### config.mk
export PLATFORM = sky130hd
export DESIGN_NAME = cbo_bus_ops
export DESIGN_NICKNAME = d
export VERILOG_FILES = /design/src/logic/cbo_bus_ops.v /design/src/logic/cbo_op_decode.v
export VERILOG_INCLUDE_DIRS = /design/src /design/src/logic
export SDC_FILE = /design/constraint.sdc
export NUM_CORES = 1
export LEC_CHECK = 0
export BUFFER_PORTS_ARGS = -buffer_cell sky130_fd_sc_hd__buf_2
export CORE_ASPECT_RATIO = 2
export CORE_UTILIZATION = 50
export CTS_CLUSTER_DIAMETER = 150
export DETAILED_ROUTE_END_ITERATION = 8
export GPL_TIMING_DRIVEN = 0
export PLACE_DENSITY = 0.81
export SLEW_MARGIN = 20
export SYNTH_ARGS = -nofsm -noshare
export SYNTH_HDL_FRONTEND = slang
export SYNTH_HIERARCHICAL = 1
export SYNTH_SLANG_ARGS = --single-unit
### constraint.sdc
create_clock -name ref_clk_in -period 8.95 [get_ports ref_clk_in]
set_input_delay 1.79 -clock ref_clk_in [delete_from_list [all_inputs] [get_ports ref_clk_in]]
set_output_delay 1.79 -clock ref_clk_in [all_outputs]
set_load 0.02 [all_outputs]
### src/logic/cbo_defines.vh
// Constants for the coherency-side bus operation block
`ifndef CBO_DEFINES_VH
`define CBO_DEFINES_VH
// Transfer type codes on the five-bit transfer_type_field
`define CBO_TT_W             5
`define CBO_TT_CLEAN         5'h00
`define CBO_TT_FLUSH         5'h04
`define CBO_TT_SYNC          5'h08
`define CBO_TT_KILL          5'h0C
`define CBO_TT_EIEIO         5'h10
`define CBO_TT_XFER_WRITE    5'h14
`define CBO_TT_TLBSYNC       5'h18
`define CBO_TT_ICBI          5'h1C
`define CBO_TT_WRITE_KILL    5'h06
`define CBO_TT_READ          5'h0A
`define CBO_TT_RD_NO_CACHE   5'h0B
`define CBO_TT_XFER_READ     5'h1B
// Block states (two bits)
`define CBO_ST_W             2
`define CBO_ST_I             2'h0
`define CBO_ST_S             2'h1
`define CBO_ST_E             2'h2
`define CBO_ST_M             2'h3
// Cache control opcodes from instruction issue
`define CBO_OP_W             4
`define CBO_OP_SYNC          4'h1
`define CBO_OP_EIEIO         4'h2
`define CBO_OP_ICBI          4'h3
`define CBO_OP_DCBI          4'h4
`define CBO_OP_DCBF          4'h5
`define CBO_OP_DCBST         4'h6
`define CBO_OP_DCBZ          4'h7
`define CBO_OP_DCBT          4'h8
`define CBO_OP_TLBSYNC       4'h9
`define CBO_OP_XFER_RD       4'hA
`define CBO_OP_XFER_WR       4'hB
// Widths
`define CBO_AW               32
`define CBO_DW               32
`define CBO_RSEL_W           4
`define CBO_TRANSFER_SIZE_BITS_W           3
`endif

### src/logic/cbo_bus_ops.v
// Coherency-side bus operation engine: issue, snoop, push and data grant steering
`timescale 1ns/1ps
`include "cbo_defines.vh"
module cbo_bus_ops (
  // Clock and reset
  input  wire                  ref_clk_in,
  input  wire                  rst_in,
  // Instruction issue side
  input  wire                  op_valid_in,
  input  wire [`CBO_OP_W-1:0]  op_code_in,
  input  wire [`CBO_AW-1:0]    op_paddr_in,
  input  wire [`CBO_DW-1:0]    op_wdata_in,
  input  wire                  op_burst_in,
  input  wire [`CBO_TRANSFER_SIZE_BITS_W-1:0] op_size_in,
  output reg                   op_ready_out,
  output reg                   op_done_out,
  output reg  [`CBO_DW-1:0]    op_rdata_out,
  // Data cache tag port
  input  wire [`CBO_ST_W-1:0]  op_state_in,
  input  wire [`CBO_ST_W-1:0]  snp_state_in,
  output reg                   state_wr_out,
  output reg  [`CBO_AW-1:0]    state_addr_out,
  output reg  [`CBO_ST_W-1:0]  state_val_out,
  // Memory queue
  input  wire                  memq_empty_in,
  input  wire                  load_pending_in,
  input  wire                  store_pending_in,
  // Address bus master
  output reg                   abus_req_out,
  output reg  [`CBO_TT_W-1:0]  transfer_type_field_out,
  output reg  [`CBO_AW-1:0]    abus_addr_out,
  output reg                   burst_indicator_out,
  output reg  [`CBO_TRANSFER_SIZE_BITS_W-1:0] transfer_size_bits_out,
  output reg  [`CBO_RSEL_W-1:0] resource_selector_out,
  output reg                   push_req_out,
  input  wire                  abus_ack_in,
  input  wire                  address_retry_in,
  input  wire                  shared_response_in,
  // Snoop side
  input  wire                  snp_valid_in,
  input  wire [`CBO_TT_W-1:0]  snp_tt_in,
  input  wire [`CBO_AW-1:0]    snp_addr_in,
  output reg                   address_retry_out,
  // Data bus
  input  wire                  dbus_grant_in,
  input  wire                  write_only_data_grant_qualifier_n_in,
  input  wire [`CBO_DW-1:0]    dbus_data_in,
  output reg                   dbus_for_store_out,
  output reg                   dbus_for_load_out,
  output reg  [`CBO_DW-1:0]    dbus_data_out
);
  // Engine overview
  // Idle waits for an issued op and latches it with its address.
  // Drain holds a barrier until the memory queue has gone empty,
  // so that no earlier store can pass the barrier on the bus.
  // Address asks for the address bus and reissues on every retry;
  // our own snoop may retry us, which costs one more tenure only.
  // Data waits for the grant that carries the op's single word.
  // Silent ops never leave idle; they write the tag when the decoder asks, and finish.
  // Limitation: one op in flight, the issue side must wait.
  // Trade-off: no queue, so a retry stalls the issue stream.

  // Engine states, one-hot
  localparam [3:0] ST_IDLE = 4'h1;
  localparam [3:0] ST_ADDR = 4'h2;
  localparam [3:0] ST_DATA = 4'h4;
  localparam [3:0] ST_DRN  = 4'h8;

  // Decoder outputs
  wire                 dec_bus;        // Op needs a bus transaction
  wire [`CBO_TT_W-1:0] dec_tt;         // Transfer type for the op
  wire                 dec_wr;         // Op changes the block state
  wire [`CBO_ST_W-1:0] dec_st;         // Next block state
  wire                 dec_drain;      // Memory queue must drain first

  // Engine registers
  reg [3:0]            state_reg;      // Engine state
  reg [3:0]            state_next;
  reg [`CBO_OP_W-1:0]  opc_reg;        // Latched opcode
  reg [`CBO_DW-1:0]    wdata_reg;      // Word for external write
  reg                  wr_reg;         // Latched state-write flag
  reg [`CBO_ST_W-1:0]  nst_reg;        // Latched next state
  reg                  push_pend_reg;  // Snoop copy-back owed
  reg [`CBO_AW-1:0]    push_addr_reg;  // Address of owed copy-back
  reg                  snp_work_reg;   // Snoop maintenance in flight

  // Synchronised write-only qualifier (pin from the arbiter)
  reg [2:0]            write_only_data_grant_qualifier_sync_reg;  // Three-stage sampler
  reg                  write_only_data_grant_qualifier_reg;       // Filtered level, active high

  cbo_op_decode u_dec (
    .op_in          (op_code_in),
    .state_in       (op_state_in),
    .bus_op_out     (dec_bus),
    .tt_out         (dec_tt),
    .state_wr_out   (dec_wr),
    .state_next_out (dec_st),
    .drain_out      (dec_drain)
  );

  // Decode helpers used in several places
  function is_xfer;
    input [`CBO_OP_W-1:0] op;
    begin
      is_xfer = (op == `CBO_OP_XFER_RD) || (op == `CBO_OP_XFER_WR);
    end
  endfunction

  function is_cache_ctl_tt;
    input [`CBO_TT_W-1:0] tt;
    begin
      is_cache_ctl_tt = (tt == `CBO_TT_KILL) || (tt == `CBO_TT_FLUSH) || (tt == `CBO_TT_CLEAN) ||
                        (tt == `CBO_TT_ICBI) || (tt == `CBO_TT_WRITE_KILL);
    end
  endfunction

  // Snoop classification
  wire snp_hit_m  = snp_valid_in && (snp_state_in == `CBO_ST_M);
  wire snp_rnc    = snp_valid_in && (snp_tt_in == `CBO_TT_RD_NO_CACHE);
  wire snp_sync   = snp_valid_in && (snp_tt_in == `CBO_TT_SYNC);
  wire snp_ctl    = snp_valid_in && is_cache_ctl_tt(snp_tt_in) && (snp_state_in != `CBO_ST_I);
  // Any pipelined access hitting M while a read is out wants a push
  wire read_out   = (state_reg != ST_IDLE) && !is_xfer(opc_reg) && (opc_reg == `CBO_OP_DCBT);
  wire want_push  = snp_hit_m && (snp_rnc || read_out);
  wire op_take    = op_valid_in && op_ready_out;

  // Next-state logic
  // Only bus ops leave idle; a drain step comes first for barriers.
  always @* begin
    state_next = state_reg;
    case (state_reg)
      ST_IDLE: begin
        if (op_take && dec_bus) begin
          state_next = dec_drain ? ST_DRN : ST_ADDR;
        end
      end
      ST_DRN: begin
        if (memq_empty_in) begin
          state_next = ST_ADDR;
        end
      end
      ST_ADDR: begin
        // A retry, even from our own snoop, simply reissues
        if (abus_ack_in && !address_retry_in) begin
          state_next = (is_xfer(opc_reg) || opc_reg == `CBO_OP_DCBT) ? ST_DATA : ST_IDLE;
        end
      end
      ST_DATA: begin
        if (dbus_grant_in) begin
          state_next = ST_IDLE;
        end
      end
      default: state_next = ST_IDLE;
    endcase
  end

  // Qualifier pin sampler: change counts once stages two and three agree
  // Pin comes from the arbiter's domain, so it is filtered first.
  // Cost: three to four cycles of lag before a grant can use it.
  // Stages reset to the pin's idle (high) level, so no false
  // assertion of the qualifier follows reset.
  always @(posedge ref_clk_in or posedge rst_in) begin
    if (rst_in) begin
      write_only_data_grant_qualifier_sync_reg <= 3'h7;
      write_only_data_grant_qualifier_reg      <= 1'b0;
    end else begin
      write_only_data_grant_qualifier_sync_reg <= {write_only_data_grant_qualifier_sync_reg[1:0], write_only_data_grant_qualifier_n_in};
      if (write_only_data_grant_qualifier_sync_reg[1] == write_only_data_grant_qualifier_sync_reg[2]) begin
        write_only_data_grant_qualifier_reg <= ~write_only_data_grant_qualifier_sync_reg[2];
      end
    end
  end

  // Main sequential process
  // Snoop side runs every cycle, independent of the issue engine.
  // Tag writes from several sources share one port; later
  // assignments below win, so issue completion beats snoop work.
  // Hazard: a snoop and a completion to one block in one cycle
  // keep only the completion's write; the snoop's tag write is lost.
  // Push request follows the owed flag in the same cycle, so
  // the arbiter sees the copy-back one cycle after the snoop.
  // Push flag clear beats a new set when both fall together.
  // Data steering pulses are one cycle wide, one after a grant.
  // Qualifier uses the filtered level, never the raw pin.
  // Reset values are all constants; outputs idle low.
  always @(posedge ref_clk_in or posedge rst_in) begin
    if (rst_in) begin
      state_reg               <= ST_IDLE;
      opc_reg                 <= {`CBO_OP_W{1'b0}};
      wdata_reg               <= {`CBO_DW{1'b0}};
      wr_reg                  <= 1'b0;
      nst_reg                 <= `CBO_ST_I;
      push_pend_reg           <= 1'b0;
      push_addr_reg           <= {`CBO_AW{1'b0}};
      snp_work_reg            <= 1'b0;
      op_ready_out            <= 1'b0;
      op_done_out             <= 1'b0;
      op_rdata_out            <= {`CBO_DW{1'b0}};
      state_wr_out            <= 1'b0;
      state_addr_out          <= {`CBO_AW{1'b0}};
      state_val_out           <= `CBO_ST_I;
      abus_req_out            <= 1'b0;
      transfer_type_field_out <= `CBO_TT_CLEAN;
      abus_addr_out           <= {`CBO_AW{1'b0}};
      burst_indicator_out     <= 1'b0;
      transfer_size_bits_out  <= {`CBO_TRANSFER_SIZE_BITS_W{1'b0}};
      resource_selector_out   <= {`CBO_RSEL_W{1'b0}};
      push_req_out            <= 1'b0;
      address_retry_out       <= 1'b0;
      dbus_for_store_out      <= 1'b0;
      dbus_for_load_out       <= 1'b0;
      dbus_data_out           <= {`CBO_DW{1'b0}};
    end else begin
      state_reg    <= state_next;
      op_done_out  <= 1'b0;
      state_wr_out <= 1'b0;
      op_ready_out <= (state_next == ST_IDLE);
      // Snoop response: retry a barrier while snoop work is pending
      address_retry_out <= snp_sync && (snp_work_reg || push_pend_reg);
      // Snoop maintenance on broadcast cache ops
      snp_work_reg <= snp_ctl;
      if (snp_ctl) begin
        state_wr_out   <= 1'b1;
        state_addr_out <= snp_addr_in;
        state_val_out  <= `CBO_ST_I;
      end
      // High-priority push may nest inside an outstanding read
      push_req_out <= push_pend_reg;
      // Copy-back on M hit by no-cache read (block kept as E) or while a read is out (block to I)
      if (want_push && !push_pend_reg) begin
        push_pend_reg  <= 1'b1;
        push_req_out   <= 1'b1;
        push_addr_reg  <= snp_addr_in;
        state_wr_out   <= 1'b1;
        state_addr_out <= snp_addr_in;
        state_val_out  <= snp_rnc ? `CBO_ST_E : `CBO_ST_I;
      end else if (push_pend_reg && abus_ack_in && push_req_out && !address_retry_in) begin
        // Push accepted without retry, release the request
        push_pend_reg <= 1'b0;
        push_req_out  <= 1'b0;
      end
      // Issue side capture
      if (op_take) begin
        opc_reg   <= op_code_in;
        wdata_reg <= op_wdata_in;
        wr_reg    <= dec_wr;
        nst_reg   <= dec_st;
        transfer_type_field_out <= dec_tt;
        abus_addr_out           <= op_paddr_in;
        burst_indicator_out     <= op_burst_in;
        transfer_size_bits_out  <= op_size_in;
        resource_selector_out   <= is_xfer(op_code_in) ? {op_burst_in, op_size_in} : {`CBO_RSEL_W{1'b0}};
        if (!dec_bus) begin
          // Silent ops update state when dec_wr is set and finish at once
          op_done_out    <= 1'b1;
          state_wr_out   <= dec_wr;
          state_addr_out <= op_paddr_in;
          state_val_out  <= dec_st;
        end
      end
      // Address tenure
      abus_req_out <= (state_next == ST_ADDR);
      if (state_reg == ST_ADDR && abus_ack_in && !address_retry_in && state_next == ST_IDLE) begin
        op_done_out    <= 1'b1;
        state_wr_out   <= wr_reg;
        state_addr_out <= abus_addr_out;
        state_val_out  <= nst_reg;
      end
      // Data tenure steering
      dbus_for_store_out <= 1'b0;
      dbus_for_load_out  <= 1'b0;
      if (dbus_grant_in) begin
        if (write_only_data_grant_qualifier_reg && (store_pending_in || push_pend_reg)) begin
          dbus_for_store_out <= 1'b1;
        end else if (load_pending_in || state_reg == ST_DATA) begin
          dbus_for_load_out <= 1'b1;
        end
      end
      if (state_reg == ST_DATA && dbus_grant_in) begin
        // Exactly one word each way
        op_done_out   <= 1'b1;
        dbus_data_out <= wdata_reg;
        if (opc_reg == `CBO_OP_XFER_RD) begin
          op_rdata_out <= dbus_data_in;
        end
        if (opc_reg == `CBO_OP_DCBT) begin
          state_wr_out   <= 1'b1;
          state_addr_out <= abus_addr_out;
          state_val_out  <= shared_response_in ? `CBO_ST_S : `CBO_ST_E;
        end
      end
    end
  end
endmodule // cbo_bus_ops

### src/logic/cbo_op_decode.v
// Cache control opcode to bus operation and next block state decoder
`timescale 1ns/1ps
`include "cbo_defines.vh"
module cbo_op_decode (
  // Request
  input  wire [`CBO_OP_W-1:0] op_in,
  input  wire [`CBO_ST_W-1:0] state_in,
  // Decoded result
  output reg                  bus_op_out,
  output reg  [`CBO_TT_W-1:0] tt_out,
  output reg                  state_wr_out,
  output reg  [`CBO_ST_W-1:0] state_next_out,
  output reg                  drain_out
);
  // Pure combinational lookup
  always @* begin
    bus_op_out     = 1'b1;
    tt_out         = `CBO_TT_CLEAN;
    state_wr_out   = 1'b0;
    state_next_out = state_in;
    drain_out      = 1'b0;
    case (op_in)
      `CBO_OP_SYNC: begin
        tt_out    = `CBO_TT_SYNC;
        drain_out = 1'b1;
      end
      `CBO_OP_EIEIO:   tt_out = `CBO_TT_EIEIO;
      `CBO_OP_TLBSYNC: tt_out = `CBO_TT_TLBSYNC;
      `CBO_OP_ICBI: begin
        tt_out         = `CBO_TT_ICBI;
        state_wr_out   = 1'b1;
        state_next_out = `CBO_ST_I;
      end
      `CBO_OP_DCBI: begin
        tt_out         = `CBO_TT_KILL;
        state_wr_out   = 1'b1;
        state_next_out = `CBO_ST_I;
      end
      `CBO_OP_DCBF: begin
        // Modified data goes out write-through before invalidation
        tt_out         = (state_in == `CBO_ST_M) ? `CBO_TT_WRITE_KILL : `CBO_TT_FLUSH;
        state_wr_out   = 1'b1;
        state_next_out = `CBO_ST_I;
      end
      `CBO_OP_DCBST: begin
        tt_out         = (state_in == `CBO_ST_M) ? `CBO_TT_WRITE_KILL : `CBO_TT_CLEAN;
        state_wr_out   = (state_in == `CBO_ST_M);
        state_next_out = `CBO_ST_E;
      end
      `CBO_OP_DCBZ: begin
        // Owned blocks are zeroed silently
        bus_op_out     = (state_in == `CBO_ST_I) || (state_in == `CBO_ST_S);
        tt_out         = `CBO_TT_KILL;
        state_wr_out   = 1'b1;
        state_next_out = `CBO_ST_M;
      end
      `CBO_OP_DCBT: begin
        // Final state comes with the reload
        bus_op_out = (state_in == `CBO_ST_I);
        tt_out     = `CBO_TT_READ;
      end
      `CBO_OP_XFER_RD: tt_out = `CBO_TT_XFER_READ;
      `CBO_OP_XFER_WR: tt_out = `CBO_TT_XFER_WRITE;
      default: bus_op_out = 1'b0; // Unknown opcode, no bus op
    endcase
  end
endmodule // cbo_op_decode

Yosys cells after proc, flatten, opt, wreduce, memory -nomap -nowiden
Cells that the tools add are included.

Register bits: 199. Bits in latches: 0. Bits in writable memories: 0. Bits in read-only memories: 0. Bits of input ports: 157. Output and inout bits: 151. Word-level logic and storage cells: 151. Memories: 0.

Add/subtract/negate cells: 0. Multiply operators: 0. Divide/modulo/power cells: 0. Order comparisons: 0. Eq/ne operators: 31. Shifts and indexed selects: 0. Muxes and demuxes: 49. Bitwise logic cells: 1. Reduce and logical (&&, ||, !) cells: 45.

Operators by type and width (count): $mux W32 (7); $pmux W5 S10 (1); $eq A4 B4 Y1 const B (8); $mux W4 (6); $logic_and A1 B1 Y1 (21); $eq A4 B3 Y1 const B (5); $mux W2 (10); $mux W1 (19); $eq A4 B2 Y1 const B (4); $pmux W4 S4 (1); $eq A5 B4 Y1 const B (3); $eq A4 B1 Y1 const B (3); $logic_or A1 B1 Y1 (12); $eq A5 B3 Y1 const B (2); $reduce_or A9 Y1 (1); $mux W3 (2); $pmux W2 S3 (1); $eq A5 B5 Y1 const B (1); $logic_not A5 Y1 (1); $eq A2 B2 Y1 const B (2); $ne A4 B1 Y1 const B (1); $reduce_bool A2 Y1 (2); $reduce_or A4 Y1 (1); $logic_not A1 Y1 (3); 9 further kinds (9).

Depth between registers and ports, before layout
Gate-level depths: netlist of the first run.

Depth in word-level cells: 14. Mapped depth: 9. Gate-level depth less buffers: 7.

Hierarchy
Netlist of the first run, hierarchy kept.

By module, submodules not included: cbo_bus_ops (instances 1, cells an instance 758, area each 8244.2 sq um, seq. area each 4984.8 sq um); cbo_op_decode (instances 1, cells an instance 38, area each 241.5 sq um, seq. area each 0.0 sq um).

Worst setup path before layout of the first run
OpenSTA, ideal clock, no wires.

Path kind: input-to-reg. From: in op_code_in[3]. To: reg op_ready_out. Library setup time: 0.146 ns. Data arrival time: 3.167 ns. Data required time: 8.804 ns. Path slack: 5.637 ns. Stages on the path: 8. Path buffers: 1. Cell sequence: buf_6 > inv_2 > or3_1 > a32oi_1 > inv_1 > or3_1 > o21ai_0 > nand3_1.

Word-level cells in the longest chain between the ends: 7. Elaborated cells between the ends (all ways): 19. Those cells by class: eq/ne: 12; mux: 5; reduce/logical: 2.

Ends and longest elaborated chain: start, declared (line cbo_bus_ops.v:10) `` input wire [`CBO_OP_W-1:0] op_code_in, ``; $eq A4 B4 Y1, or another cell as far along (line cbo_op_decode.v:22) `case (op_in)`; $reduce_or A9 Y1 (no source line); $pmux W1 S3 * (line cbo_op_decode.v:22); via dec_bus (line cbo_bus_ops.v:70) `wire dec_bus;`; $logic_and A1 B1 Y1 * (line cbo_bus_ops.v:133) `if (op_take && dec_bus) begin`; $mux W4 * (line cbo_bus_ops.v:133); $pmux W4 S4 * (line cbo_bus_ops.v:131) `case (state_reg)`; $eq A4 B1 Y1 * (line cbo_bus_ops.v:217) `op_ready_out <= (state_next == ST_IDLE);`; end signal, assigned (line cbo_bus_ops.v:217); end, declared (line cbo_bus_ops.v:15) `output reg op_ready_out,`.

The timed path passes the listed nets; every way through them passes the cells marked *. A chain may end at the register's enable or synchronous reset.

Final worst setup path of the first run
From: in op_code_in[1]. To: reg state_addr_out[25].

Word-level cells in the longest chain between the ends: 11. Elaborated cells between the ends (all ways): 25. Those cells by class: eq/ne: 12; mux: 10; reduce/logical: 3.

Ends and longest elaborated chain: $eq A4 B4 Y1, or another cell as far along (line cbo_op_decode.v:22); $reduce_or A9 Y1 (no source line); $pmux W1 S3 * (line cbo_op_decode.v:22); via dec_bus (line cbo_bus_ops.v:70); $logic_and A1 B1 Y1 (line cbo_bus_ops.v:133); $mux W4 (line cbo_bus_ops.v:133); $pmux W4 S4 (line cbo_bus_ops.v:131); $eq A4 B1 Y1 (line cbo_bus_ops.v:263) `if (state_reg == ST_ADDR && abus_ack_in && !address_retry_in && state_next == ST_IDLE) begin`; $logic_and A1 B1 Y1 (line cbo_bus_ops.v:263); $mux W32 * (line cbo_bus_ops.v:263); $mux W32 (line cbo_bus_ops.v:286) `` if (opc_reg == `CBO_OP_DCBT) begin ``; $mux W32 * (line cbo_bus_ops.v:279) `if (state_reg == ST_DATA && dbus_grant_in) begin`; end signal, assigned (line cbo_bus_ops.v:257) `state_addr_out <= op_paddr_in;`; end signal, assigned (line cbo_bus_ops.v:266) `state_addr_out <= abus_addr_out;`; end signal, assigned (line cbo_bus_ops.v:288) `state_addr_out <= abus_addr_out;`; end, declared (line cbo_bus_ops.v:22) `` output reg [`CBO_AW-1:0] state_addr_out, ``.

Marked as above.

==> results of run 1 <==
[worst min-delay path by stage]
| stage | to | slack [ns] |
|---|---|---|
| 6_report | write_only_data_grant_qualifier_sync_reg[1] | 0.36 |
| 5_1_grt | write_only_data_grant_qualifier_sync_reg[1] | 0.36 |
| 4_1_cts | write_only_data_grant_qualifier_sync_reg[1] | 0.36 |
| 3_5_place_dp | write_only_data_grant_qualifier_sync_reg[1] | 0.35 |
| 3_3_place_gp | write_only_data_grant_qualifier_sync_reg[1] | 0.35 |
| 2_1_floorplan | write_only_data_grant_qualifier_sync_reg[1] | 0.35 |
[per-stage QoR]
stage	setup TNS [ns]	power [mW]	std cells
after detailed placement	0	2.16	1312
final	0	2.87	1347
after floorplan	0	1.81	796
after global placement	-55.58	2.12	1310
after CTS	0	2.90	1344
after global routing	0	3.04	1346
[power breakdown]
| group | leakage, nW | total [mW] | switching (mW) | internal, mW |
|---|---|---|---|---|
| combinational | 3.19 | 0.855 | 0.556 | 0.300 |
| sequential | 2.56 | 1.28 | 0.148 | 1.13 |
| clock | 0.270 | 0.738 | 0.345 | 0.393 |
| total | 6.03 | 2.87 | 1.05 | 1.83 |
[final cells by class]
type | instances | area, sq um | area share, %
Inverter | 11 | 51.3 | 0.470
Multi-Input combinational cell | 540 | 3230 | 29.6
Clock inverter | 14 | 126 | 1.16
Sequential cell | 199 | 4980 | 45.7
Tap cell | 207 | 259 | 2.37
Clock buffer | 18 | 439 | 4.02
Antenna cell | 3 | 7.51 | 0.0688
Timing Repair Buffer | 309 | 1590 | 14.6
Buffer | 46 | 228 | 2.09
[routing by layer]
metal | track usage, % | vias to the layer above | routed length, microns
met3 | 5.53 | 67 | 1180
met5 | 0 | - | 0
met1 | 29.4 | 3415 | 8650
met4 | 15.8 | 0 | 1080
li1 | - | 3327 | -
met2 | 49.2 | 255 | 12800
[cells in the final DEF (no fill, tap or decap), drive strengths merged, types with 2 or more instances in the layout]
cell type	count
or3	2
a21oi	39
clkinvlp	4
o22ai	34
dfstp	4
mux2i	32
nand3	7
o21ai	23
o211ai	3
nand2b	7
a32oi	2
diode	3
and3	2
buf	326
and2	3
nand2	252
clkbuf	47
dfrtp	195
nor4b	5
inv	14
mux2	65
or4	2
nor2b	3
nor2	40
o211a	2
clkinv	6
[cells by family (layout without fill, tap and decap cells)]
family | Yosys count | after routing | share of synthesized area [%]
XOR/XNOR | 1 | 1 | 0.103
adder cells (fa/ha/maj) | 1 | 1 | 0.118
other | 0 | 3 | 0
AO/OA/AOI/OAI | 111 | 111 | 7.71
flip-flops | 199 | 199 | 58.7
AND/OR/NAND/NOR | 330 | 330 | 16.4
buffers and inverters | 57 | 398 | 3.20
multiplexers | 97 | 97 | 13.7
[critical path: cells and delay by family]
kind | cells | cell delay [ns]
AOI/OAI and AO/OA | 3 | 0.56
buffers and inverters | 3 | 0.76
and+or+nand+nor | 2 | 0.88
==> flow_summary.toml, run 1 <==
[synth]
synthFlopType = "dfrtp_1"
ys_seq_elements = 199
ys_types = 51
ys_warn_count = 6
synthArstFlopShare_pct = 100
yosysMostFrequentCell = "nand2_1"
netlist_instances = 796
synth_edf_count = 0
synth_nets = 953
postSynthAreaPerCell_sq_um = 10.7
ys_seq_area_share_pct = 58.7
yosysTopAreaCellShare_pct = 57.5
syn-cell-area_sq_mm = 0.00849
synth_top_area_cell = "dfrtp_1"
synth.area.top_cells = "dfrtp_1, nand2_1, mux2_4"
netlist_top_cells_count = "nand2_1, dfrtp_1, nor2_1, a21oi_1, mux2_2"

[worst_setup_path]
timing.rr.start = "state_reg[3]"
crit_chain = "buf_2 -> buf_2 -> nor2_1 -> a32oi_1 -> nor2_1 -> clkbuf_1 -> a21oi_1 -> o22ai_1"
crit_fanout = 10
slowest_delay_ns = 0.62
start_kind = "input port"
timing.critical_path.to = "state_addr_out[25]"
worstReg2RegEnd = "state_addr_out[18]"
end_kind = "register"
crit_type = "in2reg"
ff2ff_setup_slack_ns = 6.40
setup.worst_path.start = "op_code_in[1]"
reg2reg_depth = 7
arrival_ns = 3.99
cpMaxStageDelayCell = "nor2_1"
cp.required_ns = 9.29

[grt]
grt_max_degree = 95
grt_pass1_wl_microns = 36000
grt_overflow_total = 0
grt_use_total_pct = 27.4
grt_pass1_vias = 7193
grt_antenna_before_repair = 2

[min_path]
hold_start = "write_only_data_grant_qualifier_sync_reg[0]"
hold_path.class = "reg2reg"
hold_path_depth = 0

[timing]
fmax_ghz = 0.273
hold_ws_ns = 0.362
finalWorstSetupSlack_ns = 5.29
final_hold_viol_count = 0
fin_crit_sh_pct = 40.9
worstMarginPinSlew_ns = 0.747
setup_viol = 0
relSlewSlack_pct = 50.0
finalClockSkew_ns = 0.00809
slew_violations = 0
min_period_ns = 3.66
rsz0062_at_grt = "no"

[final_layout]
fin_util_pct = 65.4
final_layout_size_suffix_gt1_share_pct = 38.3
finalInstanceArea_sq_mm = 0.0109
n_fill_cell = 1368
area_growth_pct = 28.6
final_nets = 1281

[route]
ant_nets = 0
wl_microns = 23700
first_pass_iters = 5
vias_per_cell = 5.24
drc_errors = 0
vias = 7064
avgRoutedWirePerCell_microns = 17.6
dr.first_iter.drc_count = 270

[clocking]
clk_latency_ns = 0.43
clk_pin_slew_worst_paths_ns = 0.07
post_cts_buffers = 0
cts_resized = 0
cts_tree = "yes"
cts_hold_buf = 0
cts_htree_levels = 4
cts_buffers = 17
clockBufferDepth = 2
clkSinkCount = 199
ctsRootBufferMaster = "clkbuf_16"

[die]
coreArea_sq_mm = 0.0167
pin_count = 308
num_rows = 67
die_area_sq_mm = 0.0175
start_util_pct = 50.9
fp.dieH_microns = 186
die_x_microns = 94.1

[place]
placed_area_sq_mm = 0.0103
io_buffers = 307
place_congestion = 0.950
dp.final_hpwl_microns = 18000
post-place-ws_ns = 4.92

[flow_run]
drv_cap = 0

[status]
status = "complete, no violations"

[power]
ir_drop_uv = 195
powerDensity_mw_per_mm2 = 263
power_leakage_nw = 6.03
Note: power is estimated with default switching activity, not from simulation.
==> inputs of run 2 (changes only) <==
clock period = 3.6 ns   (was 8.95 ns; I/O delays follow)
==> flow_summary.toml, run 2 (synthesized netlist as in run 1, its figures left out) <==
[final_layout]
n_fill_cell = 1406
final_nets = 1285
area_growth_pct = 29.7
instances_no_fill = 1348
final_layout_size_suffix_gt1_share_pct = 38.4
finalInstanceArea_sq_mm = 0.0110
mostFrequentLayoutCells = "buf_2, nand2_1, dfrtp_1"
final_common_cell = "buf_2"

[route]
avgRoutedWirePerCell_microns = 17.4
vias = 7121
dr.first_iter.drc_count = 287
wl_microns = 23500
ant_nets = 0
drc_errors = 0
vias_per_cell = 5.28
first_pass_iters = 6

[clocking]
post_cts_buffers = 0
cts_buffers = 17
cts_hold_buf = 0
clk_pin_slew_worst_paths_ns = 0.07
clk_latency_ns = 0.44
cts_resized = 0
clockBufferDepth = 2
cts_tree = "yes"
clkSinkCount = 199
ctsRootBufferMaster = "clkbuf_16"
cts_htree_levels = 4

[worst_setup_path]
timing.rr.start = "state_reg[1]"
cp.depth = 7
arrival_ns = 2.83
worstReg2RegEnd = "state_addr_out[30]"
start_kind = "register"
crit_fanout = 10
crit_type = "reg2reg"
crit_buf_inv = 2
cpLargestDelayFamily = "simple AND/OR/NAND/NOR gates"
reg2reg_depth = 7
setup.worst_path.start = "state_reg[1]"
ff2ff_setup_slack_ns = 1.06
end_kind = "register"
crit_chain = "nor4b_4 -> nand3_1 -> and2_1 -> buf_2 -> nand2_1 -> clkbuf_1 -> o22ai_1"
cp.required_ns = 3.89
cpMaxStageDelayCell = "nor4b_4"
timing.critical_path.to = "state_addr_out[30]"
slowest_delay_ns = 0.46

[power]
powerDensity_mw_per_mm2 = 657
finalPower_mw = 7.23
ir_drop_uv = 535
power_leakage_nw = 6.07

[timing]
hold_ws_ns = 0.364
fin_crit_sh_pct = 70.7
min_period_ns = 2.54
worstMarginPinSlew_ns = 0.726
slew_violations = 0
final_hold_viol_count = 0
finalClockSkew_ns = 0.0114
setup_viol = 0
fmax_ghz = 0.393
relSlewSlack_pct = 51.4
rsz0062_at_grt = "no"

[grt]
grt_overflow_total = 0
grt_antenna_before_repair = 1
grt_pass1_wl_microns = 35900
grt_use_total_pct = 27.4
grt_pass1_vias = 7145
grt_max_degree = 35

[die]
fp.dieH_microns = 186
start_util_pct = 50.9
die_area_sq_mm = 0.0175
coreArea_sq_mm = 0.0167
pin_count = 308
num_rows = 67
die_x_microns = 94.1

[place]
placed_area_sq_mm = 0.0104
io_buffers = 307
place_inst = 1316
place_congestion = 0.850
dp.final_hpwl_microns = 18000

[flow_run]
drv_cap = 0

[min_path]
hold_path.class = "reg2reg"

[status]
status = "complete, no violations"
-- run 2: worst min path at each step --
stage,startpoint,end,slack (ns),depth (start not counted)
floorplan,write_only_data_grant_qualifier_sync_reg[0],write_only_data_grant_qualifier_sync_reg[1],0.35,0
global placement,write_only_data_grant_qualifier_sync_reg[0],write_only_data_grant_qualifier_sync_reg[1],0.35,0
detailed placement,write_only_data_grant_qualifier_sync_reg[0],write_only_data_grant_qualifier_sync_reg[1],0.35,0
CTS,write_only_data_grant_qualifier_sync_reg[0],write_only_data_grant_qualifier_sync_reg[1],0.36,0
global route,write_only_data_grant_qualifier_sync_reg[0],write_only_data_grant_qualifier_sync_reg[1],0.37,0
finish,write_only_data_grant_qualifier_sync_reg[0],write_only_data_grant_qualifier_sync_reg[1],0.36,0
-- run 2: area by class of cell --
cell class / count / area (sq um) / share of cell area [%]
diodes: 1 / 2.50 / 0.0227
plain buffers: 46 / 228 / 2.07
clock buffers: 21 / 470 / 4.27
clock inverters: 10 / 121 / 1.10
inverters: 11 / 47.5 / 0.432
multi-input cells: 540 / 3230 / 29.3
flip-flops and latches: 199 / 4980 / 45.3
well taps: 207 / 259 / 2.35
repair buffers: 313 / 1660 / 15.1
-- run 2: worst register-to-register path, cell delays in order (launching register included) --
cell,delay [ns]
dfrtp_1,0.45
nor4b_4,0.46
nand3_1,0.29
and2_1,0.24
buf_2,0.16
nand2_1,0.19
clkbuf_1,0.43
o22ai_1,0.18
-- run 2: stage by stage --
step,setup WS (ns),utilization [%],setup TNS (ns)
finish,1.06,66.0,0
global route,0.831,66.0,0
CTS,1.05,66.0,0
detailed placement,0.690,62.4,0
global placement,-0.855,61.7,-162.17
floorplan,0.309,-,0
-- run 2: metal layers --
metal | wire length [microns] | vias to the layer above | GRT usage, %
li1 | - | 3329 | -
met1 | 8490 | 3455 | 29.6
met2 | 12700 | 274 | 49.7
met3 | 1340 | 63 | 5.85
met4 | 956 | 0 | 13.5
met5 | 0 | - | 0
-- run 2: power by group --
group,switching (mW),internal (mW),total [mW]
Combinational,1.39,0.752,2.14
Clock,0.833,1.08,1.91
Sequential,0.365,2.82,3.18
==> inputs of run 3 (changes only) <==
clock period = 2.6 ns   (was 3.6 ns; I/O delays follow)
==> flow_summary.toml, run 3 (synthesized netlist as in run 1, its figures left out) <==
[final_layout]
area_growth_pct = 29.7
final_common_cell = "buf_2"
mostFrequentLayoutCells = "buf_2, nand2_1, dfrtp_1"
n_fill_cell = 1408
ff_latch_area_sq_mm = 0.00498
multi_input_area_sq_mm = 0.00323
final_nets = 1285
instances_no_fill = 1348
final_layout_size_suffix_gt1_share_pct = 38.6

[clocking]
clk_latency_ns = 0.44
cts_buffers = 17
cts_hold_buf = 0
cts_htree_levels = 4
ctsRootBufferMaster = "clkbuf_16"
clk_pin_slew_worst_paths_ns = 0.07
clockBufferDepth = 2
post_cts_buffers = 0
clkSinkCount = 199
cts_tree = "yes"

[die]
die_area_sq_mm = 0.0175
fp.dieH_microns = 186
pin_count = 308
coreArea_sq_mm = 0.0167
die_x_microns = 94.1
num_rows = 67
start_util_pct = 50.9

[worst_setup_path]
worstReg2RegEnd = "state_addr_out[30]"
setup.worst_path.start = "state_reg[1]"
crit_fanout = 10
end_kind = "register"
arrival_ns = 2.66
reg2reg_depth = 7
timing.critical_path.to = "state_addr_out[30]"
timing.rr.start = "state_reg[1]"
start_kind = "register"
cp.required_ns = 2.90
crit_type = "reg2reg"
ff2ff_setup_slack_ns = 0.25

[timing]
hold_ws_ns = 0.189
slew_violations = 0
fmax_ghz = 0.425
relSlewSlack_pct = 51.5
final_hold_viol_count = 0
finalClockSkew_ns = 0.0113
finalWorstSetupSlack_ns = 0.246
worstMarginPinSlew_ns = 0.725
tns_ns = 0
setup_viol = 0
fin_crit_sh_pct = 90.5
rsz0062_at_grt = "no"
min_period_ns = 2.35

[power]
power_leakage_nw = 6.08
ir_drop_uv = 741
powerDensity_mw_per_mm2 = 910
finalPower_mw = 10.0

[place]
io_buffers = 307
dp.final_hpwl_microns = 18000
place_inst = 1316
post-place-ws_ns = -0.110
place_congestion = 0.850

[grt]
grt_max_degree = 35
grt_use_total_pct = 27.4
grt_pass1_vias = 7145
grt_antenna_before_repair = 1
grt_overflow_total = 0
grt_pass1_wl_microns = 35900

[route]
vias_per_cell = 5.29
drc_errors = 0
ant_nets = 0
avgRoutedWirePerCell_microns = 17.4
wl_microns = 23500
vias = 7125
dr.first_iter.drc_count = 297
first_pass_iters = 5

[flow_run]
drv_cap = 0

[status]
status = "complete, no violations"

[min_path]
hold_path.class = "in2async"
## run 3: power breakdown
part           internal [mW]  switching, mW
Sequential              3.90          0.505
Clock                   1.50           1.15
Combinational           1.04           1.92
## run 3: worst min-delay path by stage
stage	start	to	slack, ns	depth (start not counted)
2_1_floorplan	write_only_data_grant_qualifier_sync_reg[0]	write_only_data_grant_qualifier_sync_reg[1]	0.35	0
3_3_place_gp	write_only_data_grant_qualifier_sync_reg[0]	write_only_data_grant_qualifier_sync_reg[1]	0.35	0
3_5_place_dp	write_only_data_grant_qualifier_sync_reg[0]	write_only_data_grant_qualifier_sync_reg[1]	0.35	0
4_1_cts	write_only_data_grant_qualifier_n_in	write_only_data_grant_qualifier_sync_reg[0]	0.17	1
5_1_grt	write_only_data_grant_qualifier_n_in	write_only_data_grant_qualifier_sync_reg[0]	0.17	1
6_report	rst_in	op_rdata_out[21]	0.19	2
## run 3: timing repair
action                                  4_1_cts  5_1_grt
gates resized for setup                       0        4
endpoints found under the setup margin        0       20
endpoints found under the hold margin         0        0
## run 3: final cells by class
type,instances,area share [%]
Antenna cell,1,0.0227
Timing Repair Buffer,313,15.1
Multi-Input combinational cell,540,29.3
Clock inverter,10,1.10
Tap cell,207,2.35
Buffer,46,2.09
Sequential cell,199,45.3
Inverter,11,0.432
Clock buffer,21,4.27
## run 3: through the flow
step / area, sq um / utilization [%]
finish: 11000 / 66.0
global route: 11000 / 66.0
CTS: 11000 / 66.0
detailed placement: 10400 / 62.4
global placement: 10300 / 61.7
floorplan: 8490 / -
## run 3: layer usage
| metal | wire, microns | vias to the layer above | GRT usage [%] |
|---|---|---|---|
| li1 | - | 3331 | - |
| met1 | 8490 | 3457 | 29.6 |
| met2 | 12700 | 276 | 49.7 |
| met3 | 1320 | 61 | 5.85 |
| met4 | 952 | 0 | 13.5 |
| met5 | 0 | - | 0 |
## run 3: worst max-delay path, cell delays in order (launching register included)
cell and delay [ns]:
dfrtp_1 0.45, nor4b_4 0.46, nand3_1 0.29, and2_1 0.24
buf_2 0.16, nand2_1 0.19, clkbuf_2 0.29, o22ai_1 0.14
